File: src/pkg/kmsc_pkg.sv
// constants, types and register map of the keyboard and pointer link controller
// assumes a 10 MHz system clock and word-aligned AXI4-Lite register access
package kmsc_pkg;
  localparam int KMSC_NCH = 2;
  localparam int KMSC_RW = 8;
  // register indices as printed; byte address is four times the index
  localparam logic [31:0] KMSC_KBD_CONTROL_IDX = 32'h1100_0500;
  localparam logic [31:0] KMSC_KBD_STATUS_IDX = 32'h1100_0502;
  localparam logic [31:0] KMSC_KBD_TRANSMIT_BYTE_IDX = 32'h1100_0504;
  localparam logic [31:0] KMSC_KBD_RECEIVE_BYTE_IDX = 32'h1100_0506;
  localparam logic [31:0] KMSC_MOUSE_CONTROL_IDX = 32'h1100_0508;
  localparam logic [31:0] KMSC_MOUSE_STATUS_IDX = 32'h1100_050a;
  localparam logic [31:0] KMSC_MOUSE_TRANSMIT_BYTE_IDX = 32'h1100_050c;
  localparam logic [31:0] KMSC_MOUSE_RECEIVE_BYTE_IDX = 32'h1100_050e;
  localparam logic [KMSC_NCH-1:0][3:0][31:0] KMSC_REG_IDX = {
    {KMSC_MOUSE_RECEIVE_BYTE_IDX, KMSC_MOUSE_TRANSMIT_BYTE_IDX, KMSC_MOUSE_STATUS_IDX, KMSC_MOUSE_CONTROL_IDX},
    {KMSC_KBD_RECEIVE_BYTE_IDX, KMSC_KBD_TRANSMIT_BYTE_IDX, KMSC_KBD_STATUS_IDX, KMSC_KBD_CONTROL_IDX}};
  localparam logic [1:0] KMSC_SEL_CTRL = 2'h0;
  localparam logic [1:0] KMSC_SEL_STAT = 2'h1;
  localparam logic [1:0] KMSC_SEL_TX = 2'h2;
  localparam logic [1:0] KMSC_SEL_RX = 2'h3;
  // control bits
  localparam int KMSC_CTL_RUN = 0;
  localparam int KMSC_CTL_CLK_REL = 2;
  localparam int KMSC_CTL_DAT_REL = 3;
  localparam int KMSC_CTL_RXIE = 4;
  localparam int KMSC_CTL_TXIE = 5;
  localparam logic [KMSC_RW-1:0] KMSC_CTL_RESET = 8'h00;
  // status bits
  localparam int KMSC_ST_RX_DONE = 2;
  localparam int KMSC_ST_TX_DONE = 3;
  // frame shape
  localparam logic [3:0] KMSC_RX_LAST_EDGE = 4'ha;
  localparam logic [3:0] KMSC_TX_BITS = 4'ha;
  // request hold time
  localparam int KMSC_CLK_PERIOD_NS = 100;
  localparam int KMSC_REQ_HOLD_US = 48;
  localparam int KMSC_REQ_HOLD_CYC = (KMSC_REQ_HOLD_US * 1000 + KMSC_CLK_PERIOD_NS - 1) / KMSC_CLK_PERIOD_NS;
  localparam int KMSC_TMR_W = 10;
  // bus answers
  localparam logic [1:0] KMSC_RESP_OKAY = 2'h0;
  localparam logic [1:0] KMSC_RESP_SLVERR = 2'h2;

  typedef enum logic [2:0] {
    KMSC_IDLE,
    KMSC_RX,
    KMSC_TX_CLKLOW,
    KMSC_TX_START,
    KMSC_TX_SHIFT
  } kmsc_state_t;
endpackage

File: src/pkg/kmsc_pin_if.sv
// synchronised view of one link's clock and data line
// driven by the pin synchroniser, read by the link logic
`timescale 1ns/1ps
`default_nettype none
interface kmsc_pin_if;
  logic clk_level;
  logic dat_level;
  logic clk_fall;
  modport src (output clk_level, output dat_level, output clk_fall);
  modport dst (input clk_level, input dat_level, input clk_fall);
endinterface
`default_nettype wire

File: src/rtl/kmsc_pin_sync.sv
// two-stage synchroniser for a link clock and data pin, with falling-edge detect
// pins are asynchronous; idle level of both lines is high
`timescale 1ns/1ps
`default_nettype none
module kmsc_pin_sync
  import kmsc_pkg::*;
(
  // clock and reset
  input wire logic aclk,
  input wire logic aresetn,
  // raw pins
  input wire logic link_clock_pin,
  input wire logic link_line_pin,
  // synchronised view
  kmsc_pin_if.src view
);
  typedef struct packed {
    logic [1:0] clk_ff;
    logic [1:0] dat_ff;
    logic clk_prev;
  } kmsc_sync_t;

  localparam kmsc_sync_t SYNC_RESET = '1;

  kmsc_sync_t r;
  kmsc_sync_t next_r;

  always_comb
  begin
    next_r.clk_ff = {r.clk_ff[0], link_clock_pin};
    next_r.dat_ff = {r.dat_ff[0], link_line_pin};
    next_r.clk_prev = r.clk_ff[1];
  end

  always_ff @(posedge aclk)
  begin
    if (!aresetn)
      r <= SYNC_RESET;
    else
      r <= next_r;
  end

  assign view.clk_level = r.clk_ff[1];
  assign view.dat_level = r.dat_ff[1];
  assign view.clk_fall = r.clk_prev & ~r.clk_ff[1];
endmodule
`default_nettype wire

File: src/rtl/kmsc_hold_timer.sv
// one-shot timer for the send-request hold phases
// start reloads it; expired pulses one cycle, the hold time after start
`timescale 1ns/1ps
`default_nettype none
module kmsc_hold_timer
  import kmsc_pkg::*;
(
  // clock and reset
  input wire logic aclk,
  input wire logic aresetn,
  // control
  input wire logic start,
  output logic expired
);
  typedef struct packed {
    logic [KMSC_TMR_W-1:0] count;
    logic run;
  } kmsc_tmr_t;

  localparam kmsc_tmr_t TMR_RESET = '0;
  localparam logic [KMSC_TMR_W-1:0] TMR_LOAD = KMSC_TMR_W'(KMSC_REQ_HOLD_CYC - 1);

  kmsc_tmr_t r;
  kmsc_tmr_t next_r;

  always_comb
  begin
    next_r = r;
    if (start)
    begin
      next_r.count = TMR_LOAD;
      next_r.run = 1'b1;
    end
    else if (r.run)
    begin
      if (r.count == '0)
        next_r.run = 1'b0;
      else
        next_r.count = r.count - 1'b1;
    end
  end

  always_ff @(posedge aclk)
  begin
    if (!aresetn)
      r <= TMR_RESET;
    else
      r <= next_r;
  end

  assign expired = r.run && (r.count == '0);
endmodule
`default_nettype wire

File: src/rtl/kmsc_top.sv
// keyboard and pointer serial link controller with AXI4-Lite register slave
// assumes open-drain link pins pulled up outside; the peripheral drives the link clock
//
// Implementation choice: the AXI4-Lite register port.
`timescale 1ns/1ps
`default_nettype none
module kmsc_top
  import kmsc_pkg::*;
(
  // clock and reset
  input wire logic aclk,
  input wire logic aresetn,
  // axi4-lite write address
  input wire logic [31:0] s_axil_awaddr,
  input wire logic s_axil_awvalid,
  output logic s_axil_awready,
  // axi4-lite write data
  input wire logic [31:0] s_axil_wdata,
  input wire logic [3:0] s_axil_wstrb,
  input wire logic s_axil_wvalid,
  output logic s_axil_wready,
  // axi4-lite write response
  output logic [1:0] s_axil_bresp,
  output logic s_axil_bvalid,
  input wire logic s_axil_bready,
  // axi4-lite read address
  input wire logic [31:0] s_axil_araddr,
  input wire logic s_axil_arvalid,
  output logic s_axil_arready,
  // axi4-lite read data
  output logic [31:0] s_axil_rdata,
  output logic [1:0] s_axil_rresp,
  output logic s_axil_rvalid,
  input wire logic s_axil_rready,
  // keyboard link pins
  input wire logic key_link_clock_i,
  output logic key_link_clock_o,
  output logic key_link_clock_oe,
  input wire logic key_link_line_i,
  output logic key_link_line_o,
  output logic key_link_line_oe,
  // pointer link pins
  input wire logic pointer_link_clock_i,
  output logic pointer_link_clock_o,
  output logic pointer_link_clock_oe,
  input wire logic pointer_link_line_i,
  output logic pointer_link_line_o,
  output logic pointer_link_line_oe,
  // interrupts
  output logic key_irq,
  output logic pointer_irq
);
  typedef struct packed {
    logic [KMSC_RW-1:0] ctl;
    kmsc_state_t state;
    logic [3:0] edges;
    logic [9:0] sreg;
    logic [9:0] tx_frame;
    logic tx_line;
    logic [KMSC_RW-1:0] rx_byte;
    logic rx_done;
    logic tx_done;
    logic tx_busy;
    logic perr;
  } kmsc_chan_t;

  typedef struct packed {
    logic aw_full;
    logic w_full;
    logic [31:0] awaddr;
    logic [KMSC_RW-1:0] wbyte;
    logic wstrb0;
    logic bvalid;
    logic [1:0] bresp;
    logic rvalid;
    logic [KMSC_RW-1:0] rbyte;
    logic [1:0] rresp;
    kmsc_chan_t [KMSC_NCH-1:0] ch;
  } kmsc_top_t;

  // control 00h keeps the link in reset with both lines forced low
  localparam kmsc_top_t TOP_RESET = '0;

  kmsc_top_t r;
  kmsc_top_t next_r;
  kmsc_chan_t next_ch [KMSC_NCH];

  logic [KMSC_NCH-1:0] clk_pin;
  logic [KMSC_NCH-1:0] dat_pin;
  logic [KMSC_NCH-1:0] clk_oe;
  logic [KMSC_NCH-1:0] dat_oe;
  logic [KMSC_NCH-1:0] irq;
  logic tmr_start [KMSC_NCH];
  logic [KMSC_NCH-1:0] tmr_exp;
  logic wr_fire;
  logic rd_fire;
  logic [3:0] wr_dec;
  logic [3:0] rd_dec;
  logic [KMSC_RW-1:0] rd_byte;

  // returns {hit, channel, register select}
  function automatic logic [3:0] kmsc_decode(input logic [31:0] a);
    logic [3:0] d;
    d = 4'h0;
    for (int c = 0; c < KMSC_NCH; c++)
    begin
      for (int s = 0; s < 4; s++)
      begin
        if (a[31:2] == KMSC_REG_IDX[c][s][29:0])
          d = {1'b1, 1'(c), 2'(s)};
      end
    end
    return d;
  endfunction

  assign clk_pin = {pointer_link_clock_i, key_link_clock_i};
  assign dat_pin = {pointer_link_line_i, key_link_line_i};

  // bus handshakes
  assign s_axil_awready = !r.aw_full && !r.bvalid;
  assign s_axil_wready = !r.w_full && !r.bvalid;
  assign s_axil_arready = !r.rvalid;
  assign wr_fire = r.aw_full && r.w_full && !r.bvalid;
  assign rd_fire = s_axil_arvalid && s_axil_arready;
  assign wr_dec = kmsc_decode(r.awaddr);
  assign rd_dec = kmsc_decode(s_axil_araddr);

  // read mux; the transmit byte is write-only and reads zero
  always_comb
  begin
    kmsc_chan_t c;
    c = r.ch[rd_dec[2]];
    rd_byte = '0;
    if (rd_dec[3])
    begin
      unique case (rd_dec[1:0])
        KMSC_SEL_CTRL: rd_byte = c.ctl;
        KMSC_SEL_STAT: rd_byte = {3'h0, c.perr, c.tx_done, c.rx_done, c.tx_busy, c.state == KMSC_RX};
        KMSC_SEL_TX: rd_byte = '0;
        KMSC_SEL_RX: rd_byte = c.rx_byte;
      endcase
    end
  end

  genvar gi;
  generate
    for (gi = 0; gi < KMSC_NCH; gi++)
    begin : g_ch
      kmsc_pin_if view ();
      logic w_ctl;
      logic w_st;
      logic w_tx;

      kmsc_pin_sync u_sync (
        .aclk(aclk),
        .aresetn(aresetn),
        .link_clock_pin(clk_pin[gi]),
        .link_line_pin(dat_pin[gi]),
        .view(view.src)
      );

      kmsc_hold_timer u_tmr (
        .aclk(aclk),
        .aresetn(aresetn),
        .start(tmr_start[gi]),
        .expired(tmr_exp[gi])
      );

      // one register set per channel
      assign w_ctl = wr_fire && r.wstrb0 && wr_dec[3] && (wr_dec[2] == 1'(gi)) && (wr_dec[1:0] == KMSC_SEL_CTRL);
      assign w_st = wr_fire && r.wstrb0 && wr_dec[3] && (wr_dec[2] == 1'(gi)) && (wr_dec[1:0] == KMSC_SEL_STAT);
      assign w_tx = wr_fire && r.wstrb0 && wr_dec[3] && (wr_dec[2] == 1'(gi)) && (wr_dec[1:0] == KMSC_SEL_TX);

      always_comb
      begin
        kmsc_chan_t c;
        kmsc_chan_t n;
        c = r.ch[gi];
        n = c;
        tmr_start[gi] = 1'b0;
        if (w_ctl)
          n.ctl = r.wbyte;
        if (!c.ctl[KMSC_CTL_RUN])
        begin
          // link held in reset, frame aborted
          n.state = KMSC_IDLE;
          n.edges = '0;
          n.tx_line = 1'b1;
          n.rx_done = 1'b0;
          n.tx_done = 1'b0;
          n.tx_busy = 1'b0;
          n.perr = 1'b0;
        end
        else
        begin
          // clears first so a same-cycle set below wins
          if (w_st && !r.wbyte[KMSC_ST_RX_DONE])
            n.rx_done = 1'b0;
          if (w_st && !r.wbyte[KMSC_ST_TX_DONE])
            n.tx_done = 1'b0;
          if (w_tx && !c.tx_busy)
          begin
            n.tx_busy = 1'b1;
            n.tx_frame = {1'b1, ~^r.wbyte, r.wbyte};
          end
          unique case (c.state)
            KMSC_IDLE:
            begin
              if (view.clk_fall && !view.dat_level && !c.rx_done)
              begin
                n.state = KMSC_RX;
                n.edges = 4'h1;
              end
              else if (c.tx_busy && view.dat_level && !c.rx_done)
              begin
                n.state = KMSC_TX_CLKLOW;
                n.sreg = c.tx_frame;
                tmr_start[gi] = 1'b1;
              end
            end
            KMSC_RX:
            begin
              if (view.clk_fall)
              begin
                if (c.edges == KMSC_RX_LAST_EDGE)
                begin
                  // stop bit is not checked
                  n.state = KMSC_IDLE;
                  n.rx_done = 1'b1;
                  n.rx_byte = c.sreg[8:1];
                  n.perr = ~^c.sreg[9:1];
                end
                else
                begin
                  n.sreg = {view.dat_level, c.sreg[9:1]};
                  n.edges = c.edges + 1'b1;
                end
              end
            end
            KMSC_TX_CLKLOW:
            begin
              if (tmr_exp[gi])
              begin
                n.state = KMSC_TX_START;
                tmr_start[gi] = 1'b1;
              end
            end
            KMSC_TX_START:
            begin
              if (tmr_exp[gi])
              begin
                n.state = KMSC_TX_SHIFT;
                n.edges = '0;
                n.tx_line = 1'b0;
              end
            end
            KMSC_TX_SHIFT:
            begin
              if (view.clk_fall)
              begin
                if (c.edges == KMSC_TX_BITS)
                begin
                  n.state = KMSC_IDLE;
                  n.tx_done = 1'b1;
                  n.tx_busy = 1'b0;
                  n.tx_line = 1'b1;
                end
                else
                begin
                  n.tx_line = c.sreg[0];
                  n.sreg = {1'b1, c.sreg[9:1]};
                  n.edges = c.edges + 1'b1;
                end
              end
            end
          endcase
        end
        next_ch[gi] = n;
      end

      // open-drain drive: enable pulls the line low
      assign clk_oe[gi] = !r.ch[gi].ctl[KMSC_CTL_CLK_REL]
        || r.ch[gi].rx_done
        || (r.ch[gi].state == KMSC_TX_CLKLOW) || (r.ch[gi].state == KMSC_TX_START);
      assign dat_oe[gi] = !r.ch[gi].ctl[KMSC_CTL_DAT_REL]
        || (r.ch[gi].state == KMSC_TX_START)
        || ((r.ch[gi].state == KMSC_TX_SHIFT) && !r.ch[gi].tx_line);
      assign irq[gi] = (r.ch[gi].rx_done && r.ch[gi].ctl[KMSC_CTL_RXIE])
        || (r.ch[gi].tx_done && r.ch[gi].ctl[KMSC_CTL_TXIE]);
    end
  endgenerate

  always_comb
  begin
    next_r = r;
    for (int k = 0; k < KMSC_NCH; k++)
      next_r.ch[k] = next_ch[k];
    if (s_axil_awvalid && s_axil_awready)
    begin
      next_r.aw_full = 1'b1;
      next_r.awaddr = s_axil_awaddr;
    end
    if (s_axil_wvalid && s_axil_wready)
    begin
      next_r.w_full = 1'b1;
      next_r.wbyte = s_axil_wdata[KMSC_RW-1:0];
      next_r.wstrb0 = s_axil_wstrb[0];
    end
    if (wr_fire)
    begin
      next_r.aw_full = 1'b0;
      next_r.w_full = 1'b0;
      next_r.bvalid = 1'b1;
      next_r.bresp = wr_dec[3] ? KMSC_RESP_OKAY : KMSC_RESP_SLVERR;
    end
    else if (r.bvalid && s_axil_bready)
      next_r.bvalid = 1'b0;
    if (rd_fire)
    begin
      next_r.rvalid = 1'b1;
      next_r.rbyte = rd_byte;
      next_r.rresp = rd_dec[3] ? KMSC_RESP_OKAY : KMSC_RESP_SLVERR;
    end
    else if (r.rvalid && s_axil_rready)
      next_r.rvalid = 1'b0;
  end

  always_ff @(posedge aclk)
  begin
    if (!aresetn)
      r <= TOP_RESET;
    else
      r <= next_r;
  end

  assign s_axil_bresp = r.bresp;
  assign s_axil_bvalid = r.bvalid;
  assign s_axil_rdata = {24'h00_0000, r.rbyte};
  assign s_axil_rresp = r.rresp;
  assign s_axil_rvalid = r.rvalid;

  assign {key_link_clock_o, key_link_line_o, pointer_link_clock_o, pointer_link_line_o} = 4'h0;
  assign key_link_clock_oe = clk_oe[0];
  assign key_link_line_oe = dat_oe[0];
  assign pointer_link_clock_oe = clk_oe[1];
  assign pointer_link_line_oe = dat_oe[1];
  assign key_irq = irq[0];
  assign pointer_irq = irq[1];
endmodule
`default_nettype wire

File: config.mk
export PLATFORM = sky130hd
export DESIGN_NAME = kmsc_top
export DESIGN_NICKNAME = d
export VERILOG_FILES = /design/src/pkg/kmsc_pkg.sv /design/src/pkg/kmsc_pin_if.sv /design/src/rtl/kmsc_pin_sync.sv /design/src/rtl/kmsc_hold_timer.sv /design/src/rtl/kmsc_top.sv
export SDC_FILE = /design/constraint.sdc
export NUM_CORES = 1
export LEC_CHECK = 0
export BUFFER_PORTS_ARGS = -buffer_cell sky130_fd_sc_hd__buf_2
export CORE_MARGIN = 2
export CORE_UTILIZATION = 25
export CTS_CLUSTER_DIAMETER = 30
export DETAILED_ROUTE_END_ITERATION = 6
export PLACE_DENSITY_LB_ADDON = 0.05
export SETUP_SLACK_MARGIN = 0.05
export SYNTH_ARGS = -nofsm -noshare
export SYNTH_HDL_FRONTEND = slang
export SYNTH_HIERARCHICAL = 1
export SYNTH_SLANG_ARGS = --single-unit
File: constraint.sdc
create_clock -name aclk -period 5.3 [get_ports aclk]
set_input_delay 1.06 -clock aclk [delete_from_list [all_inputs] [get_ports aclk]]
set_output_delay 1.06 -clock aclk [all_outputs]
set_load 0.01 [all_outputs]
# --- Yosys cells after proc, flatten, opt, wreduce, memory -nomap -nowiden ---
# Cells that the tools add are included.
word_totals:
  regBits: 185
  out_inout_bits: 51
classes:
  reduce_logical: 111
  n_bitwise: 8
  add_sub_neg: 4
  n_eq_ne: 60
  mux: 102
  n_lt_le_gt_ge: 1
op_table:
  columns: ["op", "count"]
  rows:
  - ["30-bit by 29-bit equality test with 1-bit output (second input constant)", 16]
  - ["48-bit two-way mux", 2]
  - ["10-bit two-way mux", 8]
  - ["4-bit two-way mux", 18]
  - ["17-bit two-way mux", 4]
  - ["10-bit case mux with 3 select lines", 2]
  - ["14-bit two-way mux", 4]
  - ["1-bit logical AND", 41]
  - ["1-bit two-way mux", 34]
  - ["4-bit case mux with 4 select lines", 2]
  - ["8-bit case mux with 4 select lines", 1]
  - ["3-bit case mux with 5 select lines", 2]
  - ["2-bit inequality test (second input constant)", 14]
  - ["3-bit two-way mux", 8]
  - ["10-bit zero test", 2]
  - ["10-bit by 1-bit subtractor with 10-bit output (second input constant)", 2]
  - ["1-bit zero test", 18]
  - ["9-bit two-way mux", 2]
  - ["9-bit XNOR reduction", 2]
  - ["2-bit two-way mux", 8]
  - ["2-bit AND reduction", 8]
  - ["8-bit AND reduction", 2]
  - ["7-bit two-way mux", 2]
  - ["7-bit AND reduction", 2]
  - ["other kinds (27)", 82]

# --- Logic depth before layout (Yosys ltp) ---
# Gate-level depths: netlist of the first run.
logic_depth:
  ltp_word: 17
  mapped_depth: 11
  ltp_nobuf: 10

# --- Cells and area by module ---
# Netlist of the first run, hierarchy kept.
by_module_without_submodules:
  columns: ["mod", "n_inst", "area_per_inst_um2", "cells_per_inst", "seq_area_each_um2"]
  rows:
  - ["kmsc_top", 1, 7365.8, 862, 2982.9]
  - ["kmsc_hold_timer", 2, 699.4, 78, 220.2]
  - ["kmsc_pin_sync", 2, 137.6, 11, 100.1]

# --- Worst setup path after synthesis of the first run ---
# No wires, ideal clock.
synth_path:
  path_kind: "reg-to-reg"
  start: "reg g_ch[1].u_tmr/r[1] in the netlist's numbering"
  end: "reg, netlist name g_ch[1].$23.c[36]"
  slack_ns: 2.668
  arrival_ns: 2.561
  n_path_buf: 1
  synth_period_minus_slack_ns: 2.632
  stages_incl_launch_ff: 11
  setup_time_ns: 0.071
  path_cell_list: "dfxtp_1 inv_1 ha_1 buf_2 nand3b_1 nor4_1 mux2_2 o22ai_2 a21o_1 or4_1 a21oi_1"
synth_rtl:
  columns: ["element", "line_no", "text"]
  rows:
  - ["start: declaration", "kmsc_hold_timer.sv:23", "kmsc_tmr_t r;"]
  - ["start signal: assignment", "kmsc_hold_timer.sv:48", "r <= next_r;"]

==> results of run 1 <==
==> logic make-up after synthesis <==
family / share of synthesized area, %
AOI/OAI and AO/OA: 17.4
xor gates and xnor gates: 2.23
adders and majority gates: 0.830
buffers and inverters: 7.63
DFF: 40.1
muxes: 9.94
other: 0.0415
and+or+nand+nor: 21.8
==> flip-flops by register name, summed over array words and instances (netlist names), 2 cells and up <==
register,flops
g_ch.$23.c,96
g_ch.u_sync/next_r,4
g_ch.u_sync/r,2
g_ch.u_sync/view.clk_level,2
g_ch.u_sync/view.dat_level,2
g_ch.u_tmr/r,22
r,41
s_axil_rdata,8
==> stage by stage <==
step	std cells	util (%)	instance area, um2
5_1_grt	1564	29.0	10300
6_report	1564	29.0	10300
3_5_place_dp	1533	27.3	9700
3_3_place_gp	1533	27.3	9700
4_1_cts	1564	29.0	10300
2_1_floorplan	1069	-	9150
==> path summary, 6_finish.rpt <==
| path | from | endpoint | slack, ns | cells after the start |
|---|---|---|---|---|
| max reg2reg | g_ch[1].u_tmr/r[1] | g_ch[1].$23.c[27] | 1.67 | 9 |
| max | g_ch[1].u_tmr/r[1] | g_ch[1].$23.c[27] | 1.67 | 9 |
| min | g_ch[1].u_sync/next_r[4] | g_ch[1].u_sync/view.clk_level | 0.41 | 1 |
| min reg2reg | g_ch[1].u_sync/next_r[4] | g_ch[1].u_sync/view.clk_level | 0.41 | 1 |
==> layout make-up <==
cell class | instances | area [um2]
fill | 3882 | 25300
multi-input combinational | 757 | 4850
sequential | 181 | 3620
tap | 461 | 577
timing repair buffer | 105 | 538
clock buffer | 19 | 453
clock inverter | 12 | 156
inverter | 29 | 110
==> where the power goes <==
group | total (mW) | internal [mW] | switching, mW
Combinational | 0.172 | 0.0646 | 0.107
Clock | 1.36 | 0.737 | 0.624
Sequential | 1.42 | 1.39 | 0.0289
==> per-layer routing <==
metal | routed length, um | share of wire [%] | GRT usage (%) | vias to the layer above
met1 | 13100 | 50 | 19.6 | 3547
met2 | 11900 | 45 | 21.9 | 134
li1 | - | - | - | 3743
met4 | 430 | 1.6 | 4.46 | 0
met5 | 0 | 0 | 0 | -
met3 | 804 | 3.1 | 2.42 | 18
==> synthesized netlist by cell type, types with 4 or more instances <==
master and count:
nor2b_1 14, o31a_1 9, xnor2_1 19, nand2b_1 27
a21o_1 5, clkbuf_1 34, nor3b_1 6, or3_1 8
inv_1 28, buf_4 43, nand4_1 5, and2_1 6
a211oi_1 29, a221oi_1 6, ha_1 6, or4_1 5
nor4_1 18, dfxtp_1 181, a2111oi_0 5, o31ai_1 5
and3_1 6, xor2_1 4, mux2_2 4, nor2_1 78
nor3_1 23, o21ai_0 25, nand3b_1 10, nand2_1 140
nand3_1 8, mux2i_1 83, o21a_1 9, a31oi_1 4
buf_1 6, a21oi_1 82, buf_2 16, nor4b_1 4
==> critical path, delay by kind of cell, from the launching register on <==
kind / cells / cell delay (ns)
compound gates: 3 / 0.77
simple gates: 3 / 1.59
buf+inv: 1 / 0.07
mux: 1 / 0.30
fa+ha+maj: 1 / 0.39
flops: 1 / 0.34
==> impl_metrics.json, run 1 <==
{
  "critPathKind": "reg -> reg",
  "mostFrequentLayoutCells": "181 x dfxtp_1, 140 x nand2_1, 100 x buf_2, 83 x mux2i_1, 82 x a21oi_1",
  "cts_setup_buffers": 0,
  "start_kind": "flip-flop",
  "clk_latency_ns": 0.45,
  "fin_crit_ns": 3.63,
  "finalSetupTns_ns": 0,
  "crit_fanout": 10,
  "setup_ws_ns": 1.67,
  "wirelength_mm": 26.3,
  "p_per_area_nw_per_um2": 286,
  "die_h_um": 194,
  "worst_ep_required_time_ns": 5.58,
  "syn_inst": 1040,
  "clockBufferDepth": 2,
  "fin_crit_sh_pct": 68.4,
  "finClkSkew_ns": 0.0183,
  "hold_violations": 0,
  "gp_congestion": 0.712,
  "end_kind": "flip-flop",
  "drcViolationCount": 0,
  "cpPeakStageDelay_ns": 0.81,
  "cts_tree": "done",
  "total_leakage_power_nw": 3.84,
  "rsz0062_at_grt": "no",
  "synthFlopType": "dfxtp_1",
  "grt_pass1_wl_mm": 41.6,
  "drt-pass1-iter-count": 7,
  "dp_hpwl_mm": 18.5,
  "cts.root.buffer_cell": "clkbuf_16",
  "grt_max_degree": 88,
  "grt.overflow.total": 0,
  "cts-htree-levels": 4,
  "core_area_um2": 35600,
  "final_max_slew_viol_count": 0,
  "rows": 69,
  "grt_usage_pct": 14.0,
  "maxCapViolCount": 0,
  "syn-cell-area_um2": 9040,
  "grt_pass1_vias": 7181,
  "hold_path_class": "reg -> reg",
  "worst_ep_arrival_time_ns": 3.91,
  "slowest_stage": "nor4_1",
  "drive_above_1_share_pct": 15.1,
  "via_per_inst": 4.76,
  "synthArstFlopShare_pct": 0,
  "cts_resized": 0,
  "clkSinkCount": 181,
  "wire_per_inst_um": 16.8,
  "vias": 7442,
  "synth.area.top_cells": "dfxtp_1 40%, mux2i_1 9.2%, nand2_1 5.8%",
  "clk_pin_slew_ns": 0.07,
  "antenna_left": 0,
  "post-place-ws_ns": 1.65,
  "ys_seq_area_share_pct": 40.1,
  "die_w_um": 194,
  "drt_iter0_markers": 326,
  "die-area_um2": 37700,
  "numPortBuffers": 100,
  "ys_seq_elements": 181,
  "synth_edf_count": 0,
  "yosys_warnings": 6,
  "synth_top_cell_area_share_pct": 40.1,
  "ir_drop_mv": 0.221,
  "areaGrowthSynthToFinish_pct": 14.0,
  "cts_made_buffers": 17,
  "relSlewSlack_pct": 23.4,
  "power_mw": 2.95,
  "antenna_found_initial": 0,
  "whs_ns": 0.407,
  "start_util_pct": 25.4,
  "diodes": 0,
  "nNetsFinal": 1208,
  "path_cells": "inv_1 > ha_1 > nand3b_1 > nor4_1 > mux2_2 > o22ai_2 > a221oi_4 > or2_1 > a211oi_1",
  "ios": 162,
  "setup_viol": 0,
  "synth_cell_type_count": 83,
  "tightestPinTransition_ns": 1.15,
  "yosysTopAreaCell": "dfxtp_1",
  "outcome": "finished, final reports clean",
  "fmax_mhz": 276,
  "hold_buffers": 0,
  "avgSynthCellArea_um2": 8.69,
  "layout_commonest_cell": "dfxtp_1"
}
No activity file was read; power rests on OpenSTA's default activity.
==> run 2: changes to the inputs <==
ABC_AREA = 1   (was unset)
clock period = 3.4 ns   (was 5.3 ns; I/O delays follow)
==> run 2 against run 1 <==
Total power increased by 55%. Setup slack got worse by 0.84 ns. Clock skew hardly changed. Critical path type unchanged. Largest cell class unchanged. Highest routed layer unchanged.
==> impl_metrics.json, run 2 <==
{
  "die_h_um": 201,
  "cts.root.buffer_cell": "clkbuf_16",
  "antenna_left": 0,
  "reg2reg_slack_ns": 0.84,
  "ir_drop_mv": 0.308,
  "gp_congestion": 0.803,
  "via_per_inst": 4.29,
  "wirelength_mm": 28.1,
  "fmax_mhz": 390,
  "drive_above_1_share_pct": 14.5,
  "grt_pass1_vias": 8284,
  "path_cells": "inv_1 > ha_1 > nand2_1 > nor2_2 > nand3_4 > nor2_1 > inv_1 > a22oi_1 > nand2_1 > o21ai_0 > nor3b_1",
  "yosysTopAreaCell": "dfxtp_1",
  "drt_iter0_markers": 429,
  "synth_top_cell_area_share_pct": 37.2,
  "rows": 72,
  "final_max_slew_viol_count": 0,
  "grt_usage_pct": 14.1,
  "fin_crit_ns": 2.56,
  "layout_commonest_cell": "nand2_1",
  "cts-htree-levels": 4,
  "start_kind": "flip-flop",
  "drcViolationCount": 0,
  "cp.buffers_inverters": 2,
  "r2r_end": "g_ch[1].$23.c[36]",
  "avgSynthCellArea_um2": 6.66,
  "setup_viol": 0,
  "r2r_cells": 11,
  "core_area_um2": 38600,
  "areaGrowthSynthToFinish_pct": 14.3,
  "rr_startpoint": "g_ch[1].u_tmr/r[1]",
  "post-place-ws_ns": 0.632,
  "cts_resized": 0,
  "worst_ep_required_time_ns": 3.72,
  "yosys_warnings": 6,
  "dp_hpwl_mm": 20.9,
  "grt.overflow.total": 0,
  "hold_path_depth": 3,
  "relSlewSlack_pct": 50.5,
  "final.fill_count": 4357,
  "syn-cell-area_um2": 9730,
  "synth.area.top_cells": "dfxtp_1 37%, nand2_1 11%, nor2_1 9.7%",
  "total_leakage_power_nw": 5.04,
  "synth_edf_count": 0,
  "cts_setup_buffers": 0,
  "crit_fanout": 10,
  "rsz0062_at_grt": "no",
  "antenna_found_initial": 0,
  "synth_cell_type_count": 50,
  "clk_latency_ns": 0.46,
  "setup_ws_ns": 0.835,
  "die-area_um2": 40500,
  "hold_violations": 0,
  "clkSinkCount": 181,
  "ios": 162,
  "clk_pin_slew_ns": 0.08,
  "end_kind": "flip-flop",
  "min_from": "key_link_clock_i",
  "grt_max_degree": 73,
  "hold_buffers": 0,
  "outcome": "finished, final reports clean",
  "synthArstFlopShare_pct": 0,
  "cpPeakStageDelay_ns": 0.36,
  "grt_pass1_wl_mm": 45.6,
  "die_w_um": 201,
  "critPathKind": "reg -> reg",
  "diodes": 0,
  "ys_seq_area_share_pct": 37.2,
  "tightestPinTransition_ns": 0.740,
  "wire_per_inst_um": 13.6,
  "holdPathEnd": "g_ch[0].u_sync/next_r[4]",
  "p_per_area_nw_per_um2": 411,
  "finClkSkew_ns": 0.0180,
  "synth_common_cells": "279 x nand2_1, 251 x nor2_1, 181 x dfxtp_1",
  "cts_tree": "done",
  "slowest_stage": "o21ai_0",
  "worst_ep_arrival_time_ns": 2.88,
  "mostFrequentLayoutCells": "279 x nand2_1, 251 x nor2_1, 181 x dfxtp_1, 160 x inv_1, 118 x a21oi_1",
  "yosysMostFrequentCell": "nand2_1",
  "vias": 8858,
  "synthFlopType": "dfxtp_1",
  "cts_made_buffers": 17,
  "nNetsFinal": 1651,
  "clockBufferDepth": 2,
  "drt-pass1-iter-count": 5,
  "start_util_pct": 25.2,
  "largest_reg_flops": 96,
  "hold_path_class": "in -> reg",
  "maxCapViolCount": 0,
  "ys_seq_elements": 181,
  "crit_family": "simple AND/OR/NAND/NOR gates",
  "syn_inst": 1461,
  "numPortBuffers": 100,
  "fin_crit_sh_pct": 75.4,
  "finalSetupTns_ns": 0
}
==> run 2: cell types whose count changed after synthesis, sizes merged, moves of 18 or more <==
| cell | change |
|---|---|
| nor2 | +207 |
| nand2 | +149 |
| inv | +148 |
| o21ai | +101 |
| mux2i | -83 |
| nand3 | +79 |
| a21oi | +44 |
| a211oi | -27 |
| nand2b | -27 |
| nor4 | -18 |
==> run 2: worst reg2reg max path: stages (launching register included) <==
cell	delay, ns
dfxtp_1	0.31
inv_1	0.20
ha_1	0.29
nand2_1	0.10
nor2_2	0.13
nand3_4	0.17
nor2_1	0.27
inv_1	0.11
a22oi_1	0.24
nand2_1	0.17
o21ai_0	0.36
nor3b_1	0.10
==> run 2: kinds of logic (layout without fill, tap and decap cells) <==
kind of cell / count (synthesis) / after routing / share of synthesized area, %
other cells: 1 / 30 / 0.0385
xor+xnor: 24 / 24 / 2.16
simple gates: 704 / 704 / 31.6
fa+ha+maj: 6 / 6 / 0.771
flops: 181 / 181 / 37.2
compound gates: 281 / 281 / 15.9
buf+inv: 264 / 321 / 12.2
==> run 2: worst max path at each step <==
stage                         to          startpoint  slack [ns]  cells after the start
6_report       g_ch[1].$23.c[36]  g_ch[1].u_tmr/r[1]        0.84                     11
5_1_grt        g_ch[1].$23.c[36]  g_ch[1].u_tmr/r[1]        0.48                     11
4_1_cts        g_ch[1].$23.c[36]  g_ch[1].u_tmr/r[1]        0.85                     11
3_5_place_dp     s_axil_rdata[6]   s_axil_araddr[15]        0.63                     12
3_3_place_gp     s_axil_rdata[6]   s_axil_araddr[11]        0.64                     12
2_1_floorplan  g_ch[1].$23.c[36]  g_ch[1].u_tmr/r[1]        1.38                     11
==> run 2: power breakdown <==
group          total, mW  switching [mW]  internal [mW]  leakage, nW
clock               2.00            1.02          0.985        0.280
combinational      0.354           0.237          0.118         3.28
sequential          2.22          0.0400           2.18         1.47
total               4.57            1.30           3.28         5.04
==> run 2: layer usage <==
layer / vias up / share of wire (%) / GRT usage (%)
met4: 0 / 1.1 / 3.94
met5: - / 0 / 0
met3: 18 / 2.9 / 2.40
li1: 4751 / - / -
met1: 3950 / 52 / 20.5
met2: 139 / 44 / 21.5
==> run 2: layout make-up <==
class | count | area (um2) | area share [%]
Sequential cell | 181 | 3620 | 32.6
Multi-Input combinational cell | 1045 | 5020 | 45.2
Clock inverter | 15 | 159 | 1.43
Tap cell | 518 | 648 | 5.82
Inverter | 180 | 676 | 6.07
Timing Repair Buffer | 109 | 571 | 5.13
Clock buffer | 17 | 425 | 3.82
==> run 2: per-stage QoR <==
step                instance area [um2]  hold slack [ns]  power (mW)  utilization, %  std cells
global route                      11100            0.402        4.81            28.9       2065
detailed placement                10500            0.389        2.63            27.3       2033
CTS                               11100            0.373        4.68            28.9       2065
floorplan                          9840            0.380        2.51               -       1490
global placement                  10500            0.385        2.63            27.3       2033
finish                            11100            0.400        4.57            28.9       2065
